**src/tpc_cfg.svh**
```systemverilog
`ifndef TPC_CFG_SVH
`define TPC_CFG_SVH
// ============================================================
// Register offsets
`define TPC_OFS_CTRL 12'h000
`define TPC_OFS_STAT 12'h004
`define TPC_OFS_ISTS 12'h008
`define TPC_OFS_IMSK 12'h00c
// ============================================================
// Control register fields
`define TPC_B_ENC    0
`define TPC_B_LOWLAT 1
`define TPC_B_TXFLIP 2
`define TPC_B_RXFLIP 3
`define TPC_B_TXREV  4
`define TPC_B_DBL    5
`define TPC_B_RXREV  6
`define TPC_B_TXSHR  7
`define TPC_F_OPM    9:8
// ============================================================
// Interrupt status fields
`define TPC_B_IERR   0
`define TPC_B_IDISP  1
// ============================================================
// Reset values
`define TPC_CTRL_RST 32'h0000_0001
`define TPC_IMSK_RST 2'h0
// ============================================================
// Bus responses and fixed code groups
`define TPC_RESP_OK  2'h0
`define TPC_RESP_ERR 2'h2
`define TPC_K28_6B   6'h0f
`define TPC_A7_4B    4'h7
`endif

```
**src/tpc_pkg.sv**
```systemverilog
package tpc_pkg;
  // Operation modes of the channel
  typedef enum logic [1:0] {
    TPC_DUPLEX  = 2'h0,
    TPC_TX_ONLY = 2'h1,
    TPC_RX_ONLY = 2'h2
  } tpc_opmode_t;
endpackage

```
**src/tpc_pcs.sv**
```systemverilog
// Added by the designer: the AXI4-Lite register port and the register addresses.
`include "tpc_cfg.svh"
// Operation
// RULE1: Low latency bypasses all coding sublayer functions; the transmit and receive byte flips still apply
// RULE2: Coder allowed only at 8/16/32 bit width
// RULE3: Forced disparity uses the disparity-value input
// RULE4: Otherwise normal running disparity selects code groups
// RULE5: Control detect high for twelve control groups
// RULE6: Control detect low for data groups
// RULE7: Status outputs one bit per decoded byte
// RULE8: Code error on violation or disparity error
// RULE9: Disparity error also raises code error
// RULE10: Running disparity output per decoded byte
// RULE11: Receive flip reverses bits within bytes
// RULE12: Transmit flip reverses bits within bytes
// RULE13: Single-width reversal mirrors 8/10-bit serializer word
// RULE14: Double-width reversal mirrors 16/20-bit serializer word
// RULE15: Polarity input inverts every serializer bit
// RULE16: Receive reversal input mirrors aligner output
// RULE17: Slip select sets slipped bits, transmit modes
// RULE18: Transmit core clock shared or per channel
// RULE19: Decoder status registered with its byte
module tpc_pcs #(
  parameter int CH_W = 16, // Fabric channel width
  parameter int AW   = 12  // Register address width
) (
  // Clock and reset
  input  wire logic                   aclk,
  input  wire logic                   aresetn,
  // Register bus
  input  wire logic [AW-1:0]          s_axi_awaddr,
  input  wire logic                   s_axi_awvalid,
  output wire logic                   s_axi_awready,
  input  wire logic [31:0]            s_axi_wdata,
  input  wire logic [3:0]             s_axi_wstrb,
  input  wire logic                   s_axi_wvalid,
  output wire logic                   s_axi_wready,
  output logic      [1:0]             s_axi_bresp,
  output logic                        s_axi_bvalid,
  input  wire logic                   s_axi_bready,
  input  wire logic [AW-1:0]          s_axi_araddr,
  input  wire logic                   s_axi_arvalid,
  output wire logic                   s_axi_arready,
  output logic      [31:0]            s_axi_rdata,
  output logic      [1:0]             s_axi_rresp,
  output logic                        s_axi_rvalid,
  input  wire logic                   s_axi_rready,
  // Transmit fabric side
  input  wire logic [CH_W-1:0]        tx_data,
  input  wire logic [CH_W/8-1:0]      tx_ctrl,
  input  wire logic [CH_W/8-1:0]      tx_forcedisp,
  input  wire logic [CH_W/8-1:0]      tx_dispval,
  input  wire logic                   tx_invpolarity,
  input  wire logic [4:0]             tx_slipsel,
  // Serializer side
  output logic      [CH_W/8*10-1:0]   ser_data,
  // Deserializer side
  input  wire logic [CH_W/8*10-1:0]   des_data,
  input  wire logic                   rx_revbitorder,
  // Receive fabric side
  output logic      [CH_W-1:0]        rx_data,
  output logic      [CH_W/8-1:0]      rx_ctrldetect,
  output logic      [CH_W/8-1:0]      rx_errdetect,
  output logic      [CH_W/8-1:0]      rx_disperr,
  output logic      [CH_W/8-1:0]      rx_runningdisp,
  // Clocking choice and interrupt
  output logic                        tx_clk_shared,
  output wire logic                   irq
);
  // ==========================================================
  // Geometry and code tables
  localparam int NB = CH_W/8;                           // Bytes per word
  localparam int TW = 10*NB;                            // Serial word width
  localparam int G2 = (NB % 2 == 0) ? 2 : 1;            // Lanes in a double word
  localparam bit WIDTH_OK = (CH_W == 8) || (CH_W == 16) || (CH_W == 32);
  localparam logic [5:0] T6 [32] = '{6'h27, 6'h1d, 6'h2d, 6'h31, 6'h35, 6'h29, 6'h19, 6'h38,
                                     6'h39, 6'h25, 6'h15, 6'h34, 6'h0d, 6'h2c, 6'h1c, 6'h17,
                                     6'h1b, 6'h23, 6'h13, 6'h32, 6'h0b, 6'h2a, 6'h1a, 6'h3a,
                                     6'h33, 6'h26, 6'h16, 6'h36, 6'h0e, 6'h2e, 6'h1e, 6'h2b};
  localparam logic [3:0] T4 [8]  = '{4'hb, 4'h9, 4'h5, 4'hc, 4'hd, 4'ha, 4'h6, 4'he};

  // ==========================================================
  // Functions
  // Count of ones in a code group
  function automatic logic [3:0] ones(input logic [9:0] v);
    ones = 4'h0;
    for (int i = 0; i < 10; i++) ones = ones + {3'h0, v[i]};
  endfunction

  // One byte to ten bits; returns {rd_out, code}
  function automatic logic [10:0] enc8(input logic [7:0] d, input logic k, input logic rd);
    logic [5:0] b6;
    logic [3:0] b4;
    logic       k28, u6, u4, rdm, alt;
    k28 = k && (d[4:0] == 5'h1c);
    b6  = k28 ? `TPC_K28_6B : T6[d[4:0]];
    u6  = ones({4'h0, b6}) != 4'h3;
    rdm = rd ^ u6;
    if (rd && (u6 || d[4:0] == 5'h07)) b6 = ~b6;
    alt = (d[7:5] == 3'h7) && (k || (!rdm && (d[4:0] == 5'h11 || d[4:0] == 5'h12 || d[4:0] == 5'h14))
          || (rdm && (d[4:0] == 5'h0b || d[4:0] == 5'h0d || d[4:0] == 5'h0e)));
    b4  = alt ? `TPC_A7_4B : T4[d[7:5]];
    u4  = ones({6'h0, b4}) != 4'h2;
    if (rdm ? (u4 || d[7:5] == 3'h3) : (k28 && !u4 && d[7:5] != 3'h3)) b4 = ~b4;
    return {rdm ^ u4, b6, b4};
  endfunction

  // Ten bits to one byte; returns {rd_out, ctrl, code_err, disp_err, byte}
  function automatic logic [11:0] dec10(input logic [9:0] c, input logic rd);
    logic [5:0] b6;
    logic [3:0] b4, n6, n4;
    logic [4:0] x;
    logic [2:0] y;
    logic       f6, f4, k28, a7, rdm, de, kk, ce;
    b6  = c[9:4];
    b4  = c[3:0];
    n6  = ones({4'h0, b6});
    n4  = ones({6'h0, b4});
    x   = 5'h00;
    y   = 3'h0;
    f6  = 1'b0;
    f4  = 1'b0;
    a7  = 1'b0;
    k28 = (b6 == `TPC_K28_6B) || (b6 == ~`TPC_K28_6B);
    for (int i = 0; i < 32; i++) begin
      if (T6[i] == b6 || (T6[i] == ~b6 && (n6 != 4'h3 || i == 7))) begin
        x  = 5'(i);
        f6 = 1'b1;
      end
    end
    if (k28) begin
      x  = 5'h1c;
      f6 = 1'b1;
    end
    rdm = (n6 == 4'h3) ? rd : (n6 > 4'h3);
    de  = (n6 == 4'h4 && rd) || (n6 == 4'h2 && !rd) || (b6 == 6'h38 && rd) || (b6 == 6'h07 && !rd);
    // K28 after a negative six-bit half carries its four bits inverted
    if (k28 && b6 == ~`TPC_K28_6B) b4 = ~b4;
    for (int j = 0; j < 8; j++) begin
      if (T4[j] == b4 || (T4[j] == ~b4 && (n4 != 4'h2 || j == 3))) begin
        y  = 3'(j);
        f4 = 1'b1;
      end
    end
    if (b4 == `TPC_A7_4B || b4 == ~`TPC_A7_4B) begin
      y  = 3'h7;
      f4 = 1'b1;
      a7 = 1'b1;
    end
    de = de || (n4 == 4'h3 && rdm) || (n4 == 4'h1 && !rdm) || (c[3:0] == 4'hc && rdm) || (c[3:0] == 4'h3 && !rdm);
    kk = k28 || (a7 && (x == 5'h17 || x == 5'h1b || x == 5'h1d || x == 5'h1e));           // [RULE5]
    ce = !f6 || !f4 || de || (a7 && !kk && !(x == 5'h0b || x == 5'h0d || x == 5'h0e
         || x == 5'h11 || x == 5'h12 || x == 5'h14));                                     // [RULE8] [RULE9]
    return {(n4 == 4'h2) ? rdm : (n4 > 4'h2), kk, ce, de, y, x};
  endfunction

  // Mirror each group of g lanes over w active bits per lane
  function automatic logic [TW-1:0] mirror(input logic [TW-1:0] v, input int w, input int g);
    int s;
    mirror = v;
    for (int j = 0; j < NB*w; j++) begin
      s = (j/(g*w))*(g*w) + g*w - 1 - j%(g*w);
      mirror[(j/w)*10 + j%w] = v[(s/w)*10 + s%w];
    end
  endfunction

  // Word reversal for single or double width, coded or raw lanes
  function automatic logic [TW-1:0] rev_any(input logic [TW-1:0] v, input logic ten, input logic dbl);
    if (ten) rev_any = dbl ? mirror(v, 10, G2) : mirror(v, 10, 1);                    // [RULE13] [RULE14]
    else     rev_any = dbl ? mirror(v, 8, G2) : mirror(v, 8, 1);
  endfunction

  // Bit order reversed inside every byte
  function automatic logic [CH_W-1:0] byte_flip(input logic [CH_W-1:0] v);
    for (int i = 0; i < CH_W; i++) byte_flip[i] = v[(i/8)*8 + 7 - i%8];
  endfunction

  // ==========================================================
  // Registers and configuration
  logic [31:0]       ctrl_r;        // Control register
  logic [1:0]        ists_r;        // Sticky event bits
  logic [1:0]        imsk_r;        // Event mask
  logic              enc_act;       // Coder in use
  logic              lowlat;        // Bypass path
  tpc_pkg::tpc_opmode_t opm;        // Operation mode
  logic              aw_held_r;     // Write address held
  logic              w_held_r;      // Write data held
  logic [AW-1:0]     awaddr_r;      // Held write address
  logic [31:0]       wdata_r;       // Held write data
  logic [3:0]        wstrb_r;       // Held byte enables
  logic              wr_go;         // Write executes
  logic              wr_hit;        // Write address mapped
  logic [31:0]       stat_w;        // Live status word

  assign lowlat  = ctrl_r[`TPC_B_LOWLAT];
  assign opm     = tpc_pkg::tpc_opmode_t'(ctrl_r[`TPC_F_OPM]);
  assign enc_act = ctrl_r[`TPC_B_ENC] && !lowlat && WIDTH_OK;                            // [RULE1] [RULE2]
  assign irq     = |(ists_r & imsk_r);

  // ==========================================================
  // Transmit path
  logic [CH_W-1:0]   tx_fifo_r;     // Phase-compensation stage
  logic [NB-1:0]     tx_k_r;        // Control flags
  logic [NB-1:0]     tx_fd_r;       // Force flags
  logic [NB-1:0]     tx_dv_r;       // Forced disparity values
  logic              tx_inv_r;      // Polarity request
  logic              tx_rd_r;       // Encoder running disparity
  logic              tx_rd_nxt;     // Disparity after this word
  logic [TW-1:0]     enc_w;         // Coded or raw lanes
  logic [TW-1:0]     tx_prev_r;     // Previous word for slipping
  logic [TW-1:0]     tx_fin;        // Word toward serializer
  int                slip_n;        // Slipped bits

  // Input stage with byte flip ahead of the FIFO
  always_ff @(posedge aclk) begin
    if (!aresetn) begin
      tx_fifo_r <= '0;
      tx_k_r    <= '0;
      tx_fd_r   <= '0;
      tx_dv_r   <= '0;
      tx_inv_r  <= 1'b0;
    end else begin
      tx_fifo_r <= ctrl_r[`TPC_B_TXFLIP] ? byte_flip(tx_data) : tx_data;                   // [RULE12]
      tx_k_r    <= tx_ctrl;
      tx_fd_r   <= tx_forcedisp;
      tx_dv_r   <= tx_dispval;
      tx_inv_r  <= tx_invpolarity;
    end
  end

  // Encoder, disparity chained byte 0 upward
  always_comb begin
    logic [10:0] e;
    logic        rd_v;
    e     = '0;
    rd_v  = tx_rd_r;
    enc_w = '0;
    for (int i = 0; i < NB; i++) begin
      e    = enc8(tx_fifo_r[8*i +: 8], tx_k_r[i], tx_fd_r[i] ? tx_dv_r[i] : rd_v);    // [RULE3] [RULE4]
      rd_v = e[10];
      enc_w[10*i +: 10] = enc_act ? e[9:0] : {2'h0, tx_fifo_r[8*i +: 8]};
    end
    tx_rd_nxt = enc_act ? rd_v : tx_rd_r;
  end

  // Slip, reversal and polarity toward the serializer
  always_comb begin
    logic [2*TW-1:0] sh;
    logic [TW-1:0]   rv;
    slip_n = (opm == tpc_pkg::TPC_RX_ONLY) ? 0 : int'(tx_slipsel) % TW;                  // [RULE17]
    sh     = {enc_w, tx_prev_r} >> (TW - slip_n);
    rv     = ctrl_r[`TPC_B_TXREV] ? rev_any(sh[TW-1:0], enc_act, ctrl_r[`TPC_B_DBL]) : sh[TW-1:0];
    tx_fin = tx_inv_r ? ~rv : rv;                                                          // [RULE15]
  end

  // Serializer word register, bypass in low latency
  always_ff @(posedge aclk) begin
    if (!aresetn) begin
      ser_data  <= '0;
      tx_prev_r <= '0;
      tx_rd_r   <= 1'b0;
    end else begin
      ser_data  <= lowlat ? enc_w : tx_fin;                                                // [RULE1]
      tx_prev_r <= enc_w;
      tx_rd_r   <= tx_rd_nxt;
    end
  end

  // ==========================================================
  // Receive path
  logic              rx_rd_r;       // Decoder running disparity
  logic              rx_rd_nxt;     // Disparity after this word
  logic [CH_W-1:0]   rx_byte;       // Decoded or raw bytes
  logic [NB-1:0]     ctl_nxt;       // Control per byte
  logic [NB-1:0]     err_nxt;       // Code error per byte
  logic [NB-1:0]     dsp_nxt;       // Disparity error per byte
  logic [NB-1:0]     rdb_nxt;       // Disparity per byte

  // Optional reversal, then decoder
  always_comb begin
    logic [TW-1:0] al;
    logic [11:0]   dd;
    logic          rd_v;
    al      = (ctrl_r[`TPC_B_RXREV] && rx_revbitorder && !lowlat)
              ? rev_any(des_data, enc_act, ctrl_r[`TPC_B_DBL]) : des_data;                  // [RULE16]
    dd      = '0;
    rd_v    = rx_rd_r;
    rx_byte = '0;
    ctl_nxt = '0;
    err_nxt = '0;
    dsp_nxt = '0;
    rdb_nxt = '0;
    for (int i = 0; i < NB; i++) begin
      dd   = dec10(al[10*i +: 10], rd_v);
      rd_v = dd[11];
      rx_byte[8*i +: 8] = enc_act ? dd[7:0] : al[10*i +: 8];
      ctl_nxt[i] = enc_act && dd[10];                                                      // [RULE5] [RULE6] [RULE7]
      err_nxt[i] = enc_act && dd[9];                                                       // [RULE8]
      dsp_nxt[i] = enc_act && dd[8];                                                       // [RULE9]
      rdb_nxt[i] = enc_act && rd_v;                                                        // [RULE10]
    end
    rx_rd_nxt = enc_act ? rd_v : rx_rd_r;
  end

  // Output stage: data and status leave together
  always_ff @(posedge aclk) begin
    if (!aresetn) begin
      rx_data        <= '0;
      rx_ctrldetect  <= '0;
      rx_errdetect   <= '0;
      rx_disperr     <= '0;
      rx_runningdisp <= '0;
      rx_rd_r        <= 1'b0;
    end else begin
      rx_data        <= ctrl_r[`TPC_B_RXFLIP] ? byte_flip(rx_byte) : rx_byte;            // [RULE11]
      rx_ctrldetect  <= ctl_nxt;                                                           // [RULE19]
      rx_errdetect   <= err_nxt;
      rx_disperr     <= dsp_nxt;
      rx_runningdisp <= rdb_nxt;
      rx_rd_r        <= rx_rd_nxt;
    end
  end

  // ==========================================================
  // Register bus slave
  assign s_axi_awready = !aw_held_r && !s_axi_bvalid;
  assign s_axi_wready  = !w_held_r && !s_axi_bvalid;
  assign s_axi_arready = !s_axi_rvalid;
  assign wr_go  = aw_held_r && w_held_r;
  assign wr_hit = awaddr_r == `TPC_OFS_CTRL || awaddr_r == `TPC_OFS_ISTS || awaddr_r == `TPC_OFS_IMSK;
  assign stat_w = {28'h0, WIDTH_OK, tx_rd_r, rx_rd_r, enc_act};

  // Address and data capture, either order
  always_ff @(posedge aclk) begin
    if (!aresetn) begin
      aw_held_r <= 1'b0;
      w_held_r  <= 1'b0;
      awaddr_r  <= '0;
      wdata_r   <= '0;
      wstrb_r   <= '0;
    end else if (wr_go) begin
      aw_held_r <= 1'b0;
      w_held_r  <= 1'b0;
    end else begin
      if (s_axi_awvalid && s_axi_awready) begin
        aw_held_r <= 1'b1;
        awaddr_r  <= {s_axi_awaddr[AW-1:2], 2'h0};
      end
      if (s_axi_wvalid && s_axi_wready) begin
        w_held_r <= 1'b1;
        wdata_r  <= s_axi_wdata;
        wstrb_r  <= s_axi_wstrb;
      end
    end
  end

  // Write response
  always_ff @(posedge aclk) begin
    if (!aresetn) begin
      s_axi_bvalid <= 1'b0;
      s_axi_bresp  <= `TPC_RESP_OK;
    end else if (wr_go) begin
      s_axi_bvalid <= 1'b1;
      s_axi_bresp  <= wr_hit ? `TPC_RESP_OK : `TPC_RESP_ERR;
    end else if (s_axi_bready) begin
      s_axi_bvalid <= 1'b0;
    end
  end

  // Control and mask registers, byte enables honoured
  always_ff @(posedge aclk) begin
    if (!aresetn) begin
      ctrl_r <= `TPC_CTRL_RST;
      imsk_r <= `TPC_IMSK_RST;
    end else if (wr_go) begin
      for (int b = 0; b < 4; b++) begin
        if (wstrb_r[b] && awaddr_r == `TPC_OFS_CTRL) ctrl_r[8*b +: 8] <= wdata_r[8*b +: 8];
      end
      if (wstrb_r[0] && awaddr_r == `TPC_OFS_IMSK) imsk_r <= wdata_r[1:0];
    end
  end

  // Sticky events, a new event beats a clear
  always_ff @(posedge aclk) begin
    if (!aresetn) begin
      ists_r <= '0;
    end else begin
      ists_r <= (ists_r & ~((wr_go && wstrb_r[0] && awaddr_r == `TPC_OFS_ISTS) ? wdata_r[1:0] : 2'h0))
                | {|dsp_nxt, |err_nxt};
    end
  end

  // Read channel
  always_ff @(posedge aclk) begin
    if (!aresetn) begin
      s_axi_rvalid <= 1'b0;
      s_axi_rdata  <= '0;
      s_axi_rresp  <= `TPC_RESP_OK;
    end else if (s_axi_arvalid && s_axi_arready) begin
      s_axi_rvalid <= 1'b1;
      s_axi_rresp  <= `TPC_RESP_OK;
      unique case ({s_axi_araddr[AW-1:2], 2'h0})
        `TPC_OFS_CTRL: s_axi_rdata <= ctrl_r;
        `TPC_OFS_STAT: s_axi_rdata <= stat_w;
        `TPC_OFS_ISTS: s_axi_rdata <= {30'h0, ists_r};
        `TPC_OFS_IMSK: s_axi_rdata <= {30'h0, imsk_r};
        default: begin
          s_axi_rdata <= '0;
          s_axi_rresp <= `TPC_RESP_ERR;
        end
      endcase
    end else if (s_axi_rready) begin
      s_axi_rvalid <= 1'b0;
    end
  end

  // Transmit clock sharing choice
  always_ff @(posedge aclk) begin
    if (!aresetn) tx_clk_shared <= 1'b0;
    else          tx_clk_shared <= ctrl_r[`TPC_B_TXSHR];                                   // [RULE18]
  end
endmodule

```
**config.mk**
```make
export PLATFORM = sky130hd
export DESIGN_NAME = tpc_pcs
export DESIGN_NICKNAME = d
export VERILOG_FILES = /design/src/tpc_pkg.sv /design/src/tpc_pcs.sv
export VERILOG_INCLUDE_DIRS = /design/src
export SDC_FILE = /design/constraint.sdc
export NUM_CORES = 1
export LEC_CHECK = 0
export ABC_AREA = 0
export BUFFER_PORTS_ARGS = -buffer_cell sky130_fd_sc_hd__clkbuf_2
export CAP_MARGIN = 20
export CORE_MARGIN = 3
export CORE_UTILIZATION = 54
export CTS_CLUSTER_DIAMETER = 50
export DETAILED_ROUTE_END_ITERATION = 10
export GPL_TIMING_DRIVEN = 0
export PLACE_DENSITY_LB_ADDON = 0.1
export SLEW_MARGIN = 20
export SYNTH_ARGS = -nofsm -noshare
export SYNTH_HDL_FRONTEND = slang
export SYNTH_SLANG_ARGS = --single-unit
```
**constraint.sdc**
```tcl
create_clock -name aclk -period 27.1 [get_ports aclk]
set_clock_uncertainty 0.05 [all_clocks]
set_input_delay 0 -clock aclk [delete_from_list [all_inputs] [get_ports aclk]]
set_output_delay 0 -clock aclk [all_outputs]
set_load 0.03 [all_outputs]
```
==> results.md, run 1 <==
- Status: finished clean
- Postcts setup bufs: 0
- Diodes inserted: 0
- First-pass GRT wire length: 119 mm
- Final setup vio count: 0
- Peak supply drop: around 60 uV
- Fillers: between 2000 and 3000
- Leakage: roughly 8.3 nW
- Proportion of layout cells with a drive suffix above 1: 0.133
- Util after Layout: 0.659
- Final WS setup: 12690 ps
- Detailed placement HPWL: 56.0 mm
- Worst path slowest cell: a211oi_1
- Largest net degree at the start of global routing: 14
- Placement Setup Slack: roughly 13000 ps
- Detailed-route wire length per cell: approximately 25 um
- Grt met1 use: 0.488
- Post-synth EDFFs: 0
- Hold Crit Class: in2reg
- Initial antenna violation count: 2
- Asr flop ratio synth: 0
- # placed instances: 3003
- CTS buffer count: 27
- Final net count: 2873
- Post-synthesis cell type count: 98
- Die H: 186 um
- Final min period: between 10000 and 15000 ps
- Number of global-route vias before repair: 21000
- Grt met3 use: 0.0812
- CP arrival: about 15000 ps
- Htree depth: 1
- GR Overflow Total: 0
- # rows: 65
- Critical Path End Type: flip-flop
- Post-cts hold buffer count: 100
- Unrepaired setup endpoints after global routing: false
- Total power: ~1.4 mW
- Clock buffer depth: 3
- PortBufs: 194
- Root buf cell: clkbuf_16
- Core area: 31800 um2
- Synth Flop Type: dfxtp_1
- Die Area: 34800 um2
- Area leader, netlist: dfxtp_1
- Cell Area, Synth: approximately 18000 um2
- CTS tree: done
- Initial DRT Pass Iterations: 8
- Post-Route WL: 78.3 mm
- Worst-Margin Slew: 1320 ps
- FMAX: 69.4 MHz
- Final period util: 0.532
- Critical path startpoint category: flip-flop
- Post-DR vias/cell: 6.87
- Ys Warns: 0
- Yosys top cell area share: 0.239
- Avg Cell Area, Syn: between 7 and 8 um2
- Final instance count without filler cells: 3148
- Hold Fails Final Rpt: 0
- Die W: 186 um
- Initial core utilization: 0.553
- Mapped Cells: 2372
- Rel. slew slack: 0.115
- Antenna Nets Post-Route: 0
- Clk sinks: 210
- Met2 Use GR: 0.717
- Final Max Slew Viols: 0
- DRT iter0 DRCs: 2983
- Latest clock arrival within the worst-skew pair: between 500 and 600 ps
- Io pins: 203
- Busiest grt layer: met2
- TNS Setup: 0 ps
- Post-synthesis sequential area ratio: 0.239
- DRC Markers: 0
- Final RePlAce weighted congestion: between 1 and 1.5
- All-Layer GR Usage: 0.426
- Worst Path Max Fanout: 10
- Routed vias: 21600
- Max-Cap Viols: 0
- Clk slew on worst S/H paths: 60 ps
- Power Dens Cells: 65.7 nW/um2
- Post_cts resized: 0
- Critical Path RT: approximately 27000 ps
- Area growth, synth to finish: 19.1%
- Yosys reg bits: 210
- Worst path max stage delay: 910 ps
- Synth top area cells: dfxtp_1, nand2_1, a21oi_1
- Critical path class: reg2reg
[cells in the final DEF, fill, tap and decap left out, types with 15 or more instances in the layout]
| master | synthesis | routed |
|---|---|---|
| nor4_1 | 21 | 20 |
| inv_1 | 78 | 78 |
| xor2_1 | 23 | 23 |
| o22ai_1 | 26 | 26 |
| buf_1 | 16 | 16 |
| nor2b_1 | 23 | 23 |
| ha_1 | 44 | 44 |
| mux2i_1 | 95 | 95 |
| clkbuf_16 | 0 | 27 |
| o21ai_0 | 102 | 102 |
| a221oi_1 | 16 | 16 |
| nand2b_1 | 21 | 21 |
| a31oi_1 | 32 | 32 |
| a21oi_1 | 194 | 194 |
| a211oi_1 | 48 | 48 |
| fa_1 | 16 | 16 |
| clkbuf_2 | 1 | 195 |
| o31ai_1 | 15 | 15 |
| nand2_1 | 330 | 330 |
| nor3_1 | 65 | 63 |
| and2_1 | 38 | 38 |
| nand3b_1 | 17 | 17 |
| a22oi_1 | 48 | 48 |
| dfxtp_1 | 210 | 210 |
| dlygate4sd3_1 | 0 | 100 |
| o211ai_1 | 31 | 31 |
| xnor2_1 | 36 | 36 |
| nand3_1 | 89 | 89 |
| nor2_1 | 229 | 229 |
| clkbuf_1 | 129 | 134 |
| mux2_2 | 27 | 27 |
[through the flow]
step | area, um2 | hold WS, ps
2_1_floorplan | 17600 | 49.0
3_3_place_gp | 19100 | 135
3_5_place_dp | 19100 | 158
4_1_cts | 20900 | 0.634
5_1_grt | 20900 | 108
6_report | 20900 | 57.1
[power breakdown]
part           total (mW)  internal [mW]  switching, mW
clock               0.337          0.187          0.150
combinational       0.672          0.237          0.434
sequential          0.367          0.341         0.0261
total                1.38          0.766          0.611
[Yosys cell counts, types with 15 or more instances]
master and n:
nand2_1 330, nor2_1 229, dfxtp_1 210, a21oi_1 194, clkbuf_1 129, o21ai_0 102
mux2i_1 95, nand3_1 89, inv_1 78, nor3_1 65, a211oi_1 48, a22oi_1 48
ha_1 44, and2_1 38, xnor2_1 36, a31oi_1 32, o211ai_1 31, mux2_2 27
o22ai_1 26, nor2b_1 23, xor2_1 23, nand2b_1 21, nor4_1 21, nand3b_1 17
a221oi_1 16, buf_1 16, fa_1 16, o31ai_1 15
[worst paths after layout]
check        slack (ps)                     start                     endpoint  cells after the start
min reg2reg         410  wdata_r[31]$_SDFFE_PN0P_     wdata_r[31]$_SDFFE_PN0P_                      2
min                  60           s_axi_araddr[6]  s_axi_rdata[2]$_SDFFE_PN0P_                      6
max reg2reg       12690   tx_fifo_r[0]$_SDFF_PN0_      ser_data[11]$_SDFF_PN0_                     40
max               12690   tx_fifo_r[0]$_SDFF_PN0_      ser_data[11]$_SDFF_PN0_                     40
[state kept, by name (all words and copies together) (netlist names), 2 cells and up]
name	cells
rx_runningdisp	2
tx_prev_r	20
tx_k_r	2
rx_disperr	2
rx_errdetect	2
tx_fifo_r	16
tx_dv_r	2
ists_r	2
ser_data	20
imsk_r	2
wstrb_r	4
s_axi_rdata	32
rx_data	16
rx_ctrldetect	2
awaddr_r	10
wdata_r	32
tx_fd_r	2
ctrl_r	32
[cells by family after synthesis]
logic type / count (synthesis) / share of synthesized area
AO/OA/AOI/OAI: 730 / 0.286
other: 1 / 0.000213
multiplexers: 137 / 0.0901
adder cells (fa/ha/maj): 61 / 0.0501
XOR/XNOR: 60 / 0.0308
flip-flops: 210 / 0.239
AND/OR/NAND/NOR: 919 / 0.244
buffers and inverters: 254 / 0.0593
[per-layer routing]
metal  share of wire  routed length [um]
met5         0.00042                  33
met1            0.35               27100
met4           0.085                6630
met2            0.46               36100
met3            0.11                8450
[worst max-delay path, delay by kind of cell (launching register included)]
kind	cells	cell delay (ps)
buffers and inverters	6	870
adders and majority gates	11	4060
xor gates and xnor gates	4	1180
AOI/OAI and AO/OA	12	5000
muxes	1	490
and+or+nand+nor	6	1820
DFF	1	730
[final cells by class]
| class | count | area, um2 | share of cell area |
|---|---|---|---|
| Multi-Input combinational cell | 1909 | 12400 | 0.590 |
| Sequential cell | 210 | 4200 | 0.201 |
| Timing Repair Buffer | 295 | 1980 | 0.0944 |
| Buffer | 172 | 736 | 0.0351 |
| Clock buffer | 32 | 694 | 0.0332 |
| Tap cell | 435 | 544 | 0.0260 |
| Inverter | 82 | 308 | 0.0147 |
| Clock inverter | 13 | 121 | 0.00580 |
Note: power is estimated with default switching activity, not from simulation.
==> run 2, diff against run 1 <==
Settings changed: ABC_AREA 0 to 1.
Clock period 27.1 ns to 14.5 ns, I/O delays scaled along.
==> results.md, run 2 <==
- Core area: 28900 um2
- Synth Area in Simple Gates: 0.338
- Most common cell in the netlist: nand2_1
- Buffers plus inverters on the worst setup path: 10
- Final setup vio count: 0
- Busiest grt layer: met2
- Detailed placement HPWL: 45.8 mm
- Worst Path Max Fanout: 8
- Post-Synth XOR/XNOR Area: 0.0148
- PortBufs: 196
- Die W: 178 um
- Util after Layout: 0.671
- CTS tree: done
- Critical Path RT: approximately 15000 ps
- Number of global-route vias before repair: 19200
- Final RePlAce weighted congestion: 1.03
- Rel. slew slack: 0.219
- Avg Cell Area, Syn: 5.96 um2
- GR Overflow Total: 0
- Root buf cell: clkbuf_16
- All-Layer GR Usage: 0.395
- Mapped Cells: 2677
- Initial antenna violation count: 3
- Power Dens Cells: 113 nW/um2
- FMAX: about 86 MHz
- First-pass GRT wire length: about 100 mm
- Final period util: 0.801
- Htree depth: 1
- Worst path slowest cell: fa_1
- TNS Setup: 0 ps
- Final instance count without filler cells: between 3000 and 4000
- Top flop regs: ctrl_r (32), s_axi_rdata (32), wdata_r (32)
- Yosys reg bits: 210
- Die H: 178 um
- Initial DRT Pass Iterations: 7
- Max-Cap Viols: 0
- Initial core utilization: 0.552
- CP dominant cell by count: nand3_1
- Post_cts resized: 0
- Final net count: around 3200
- Complex-gate fraction of the synthesized area: 0.205
- Commonest non-fill, non-tap cell in the layout: nand2_1
- Grt met1 use: 0.496
- Final Max Slew Viols: 0
- CTS buffer count: 26
- Met2 Use GR: 0.647
- Post-synthesis sequential area ratio: 0.263
- Leakage: 9.31 nW
- Largest net degree at the start of global routing: 15
- Synth Flop Type: dfxtp_1
- DRC Markers: 0
- Status: finished clean
- Cell Area, Synth: 16000 um2
- Area growth, synth to finish: 21.7%
- Latest clock arrival within the worst-skew pair: about 560 ps
- Io pins: approximately 200
- Post-Route WL: 64.3 mm
- Synth top area cells: dfxtp_1, nand2_1, o21ai_0
- Detailed-route wire length per cell: 18.8 um
- Delay-heaviest family, CP: adder cells
- Worst path max stage delay: between 500 and 600 ps
- Clock buffer depth: 3
- Most frequent cells in the layout: nand2_1, nor2_1, inv_1
- Critical path class: reg2reg
- Post-DR vias/cell: slightly below 6
- Worst-Margin Slew: 1160 ps
- Ys Warns: 0
- Postcts setup bufs: 0
- Final min period: 11620 ps
- # placed instances: approximately 3300
- Critical path startpoint category: flip-flop
- Proportion of layout cells with a drive suffix above 1: 0.112
- Antenna Nets Post-Route: 0
- Final WS setup: 2880 ps
- Hold Crit Class: in2reg
- Die Area: 31700 um2
- Post-cts hold buffer count: 108
- Mux cell area share after synthesis: 0.00815
- Critical Path End Type: flip-flop
- CP arrival: roughly 12000 ps
- Yosys top cell area share: 0.263
- DRT iter0 DRCs: between 2000 and 2500
- Asr flop ratio synth: 0
- Routed vias: 20200
- # rows: 62
- Synth Area in Adders: 0.0546
- Placement Setup Slack: 3440 ps
- Post-synth EDFFs: 0
- Clk sinks: 210
- Hold Fails Final Rpt: 0
- Unrepaired setup endpoints after global routing: false
- Total power: 2.20 mW
- Most common library cells after synthesis: nand2_1, nor2_1, inv_1
- Grt met3 use: 0.0605
- Area leader, netlist: dfxtp_1
- Peak supply drop: slightly above 100 uV
- Main combinational cell family by area after synthesis: simple AND/OR/NAND/NOR gates
- Post-synthesis cell type count: 63
- Clk slew on worst S/H paths: around 70 ps
run 2: cell types whose count changed after synthesis, moves of 56 or more:
cell      previous run  this run
clkbuf_1           129        73
inv_1               78       332
mux2i_1             95        13
nand2_1            330       630
nand3_1             89       214
nor2_1             229       348
o21ai_0            102       304
run 2: tightest hold or removal path, delay by kind of cell:
| family | cells | cell delay (ps) |
|---|---|---|
| buffers and inverters | 2 | 170 |
| AO/OA/AOI/OAI | 2 | 200 |
| AND/OR/NAND/NOR | 3 | 250 |
run 2: area by class of cell:
cell class / count / area, um2
Antenna cell: 4 / 10.0
Sequential cell: 210 / 4200
Multi-Input combinational cell: 1984 / 9900
Clock buffer: 31 / 689
Timing Repair Buffer: 304 / 2060
Tap cell: 384 / 480
Clock inverter: 17 / 223
Buffer: 115 / 470
Inverter: 369 / 1390
Fill cell: 2507 / 9510
run 2: power by group:
| part | internal [mW] | leakage, nW | switching, mW |
|---|---|---|---|
| Sequential | 0.648 | 1.73 | 0.0394 |
| Clock | 0.401 | 0.443 | 0.281 |
| Combinational | 0.255 | 7.13 | 0.571 |
| Total | 1.30 | 9.31 | 0.891 |
run 2: cells by family (layout without fill, tap and decap cells):
logic type / Yosys count / after routing
simple gates: 1289 / 1289
xor+xnor: 27 / 27
mux: 13 / 13
other cells: 1 / 6
fa+ha+maj: 60 / 60
buf+inv: 484 / 836
flops: 210 / 210
compound gates: 593 / 593
run 2: layer usage:
layer	share of wire	vias to the layer above	wire [um]
li1	-	9351	-
met1	0.39	9122	24800
met2	0.45	1413	28700
met3	0.10	335	6510
met4	0.066	0	4240
met5	0	-	0
run 2: path summary, 6_finish.rpt:
check / startpoint / to / slack [ps] / cells after the start
max reg2reg: tx_fifo_r[0]$_SDFF_PN0_ / ser_data[17]$_SDFF_PN0_ / 2880 / 59
min reg2reg: wdata_r[12]$_SDFFE_PN0P_ / ctrl_r[12]$_SDFFE_PN0P_ / 410 / 2
max: tx_fifo_r[0]$_SDFF_PN0_ / ser_data[17]$_SDFF_PN0_ / 2880 / 59
min: des_data[10] / rx_data[8]$_SDFF_PN0_ / 60 / 7
run 2: per-stage QoR:
| stage | instance area (um2) | hold WS, ps |
|---|---|---|
| after floorplan | 16000 | 47.6 |
| after global placement | 17400 | 135 |
| after detailed placement | 17400 | 137 |
| after CTS | 19400 | 28.8 |
| after global routing | 19400 | 94.7 |
| final | 19400 | 58.5 |
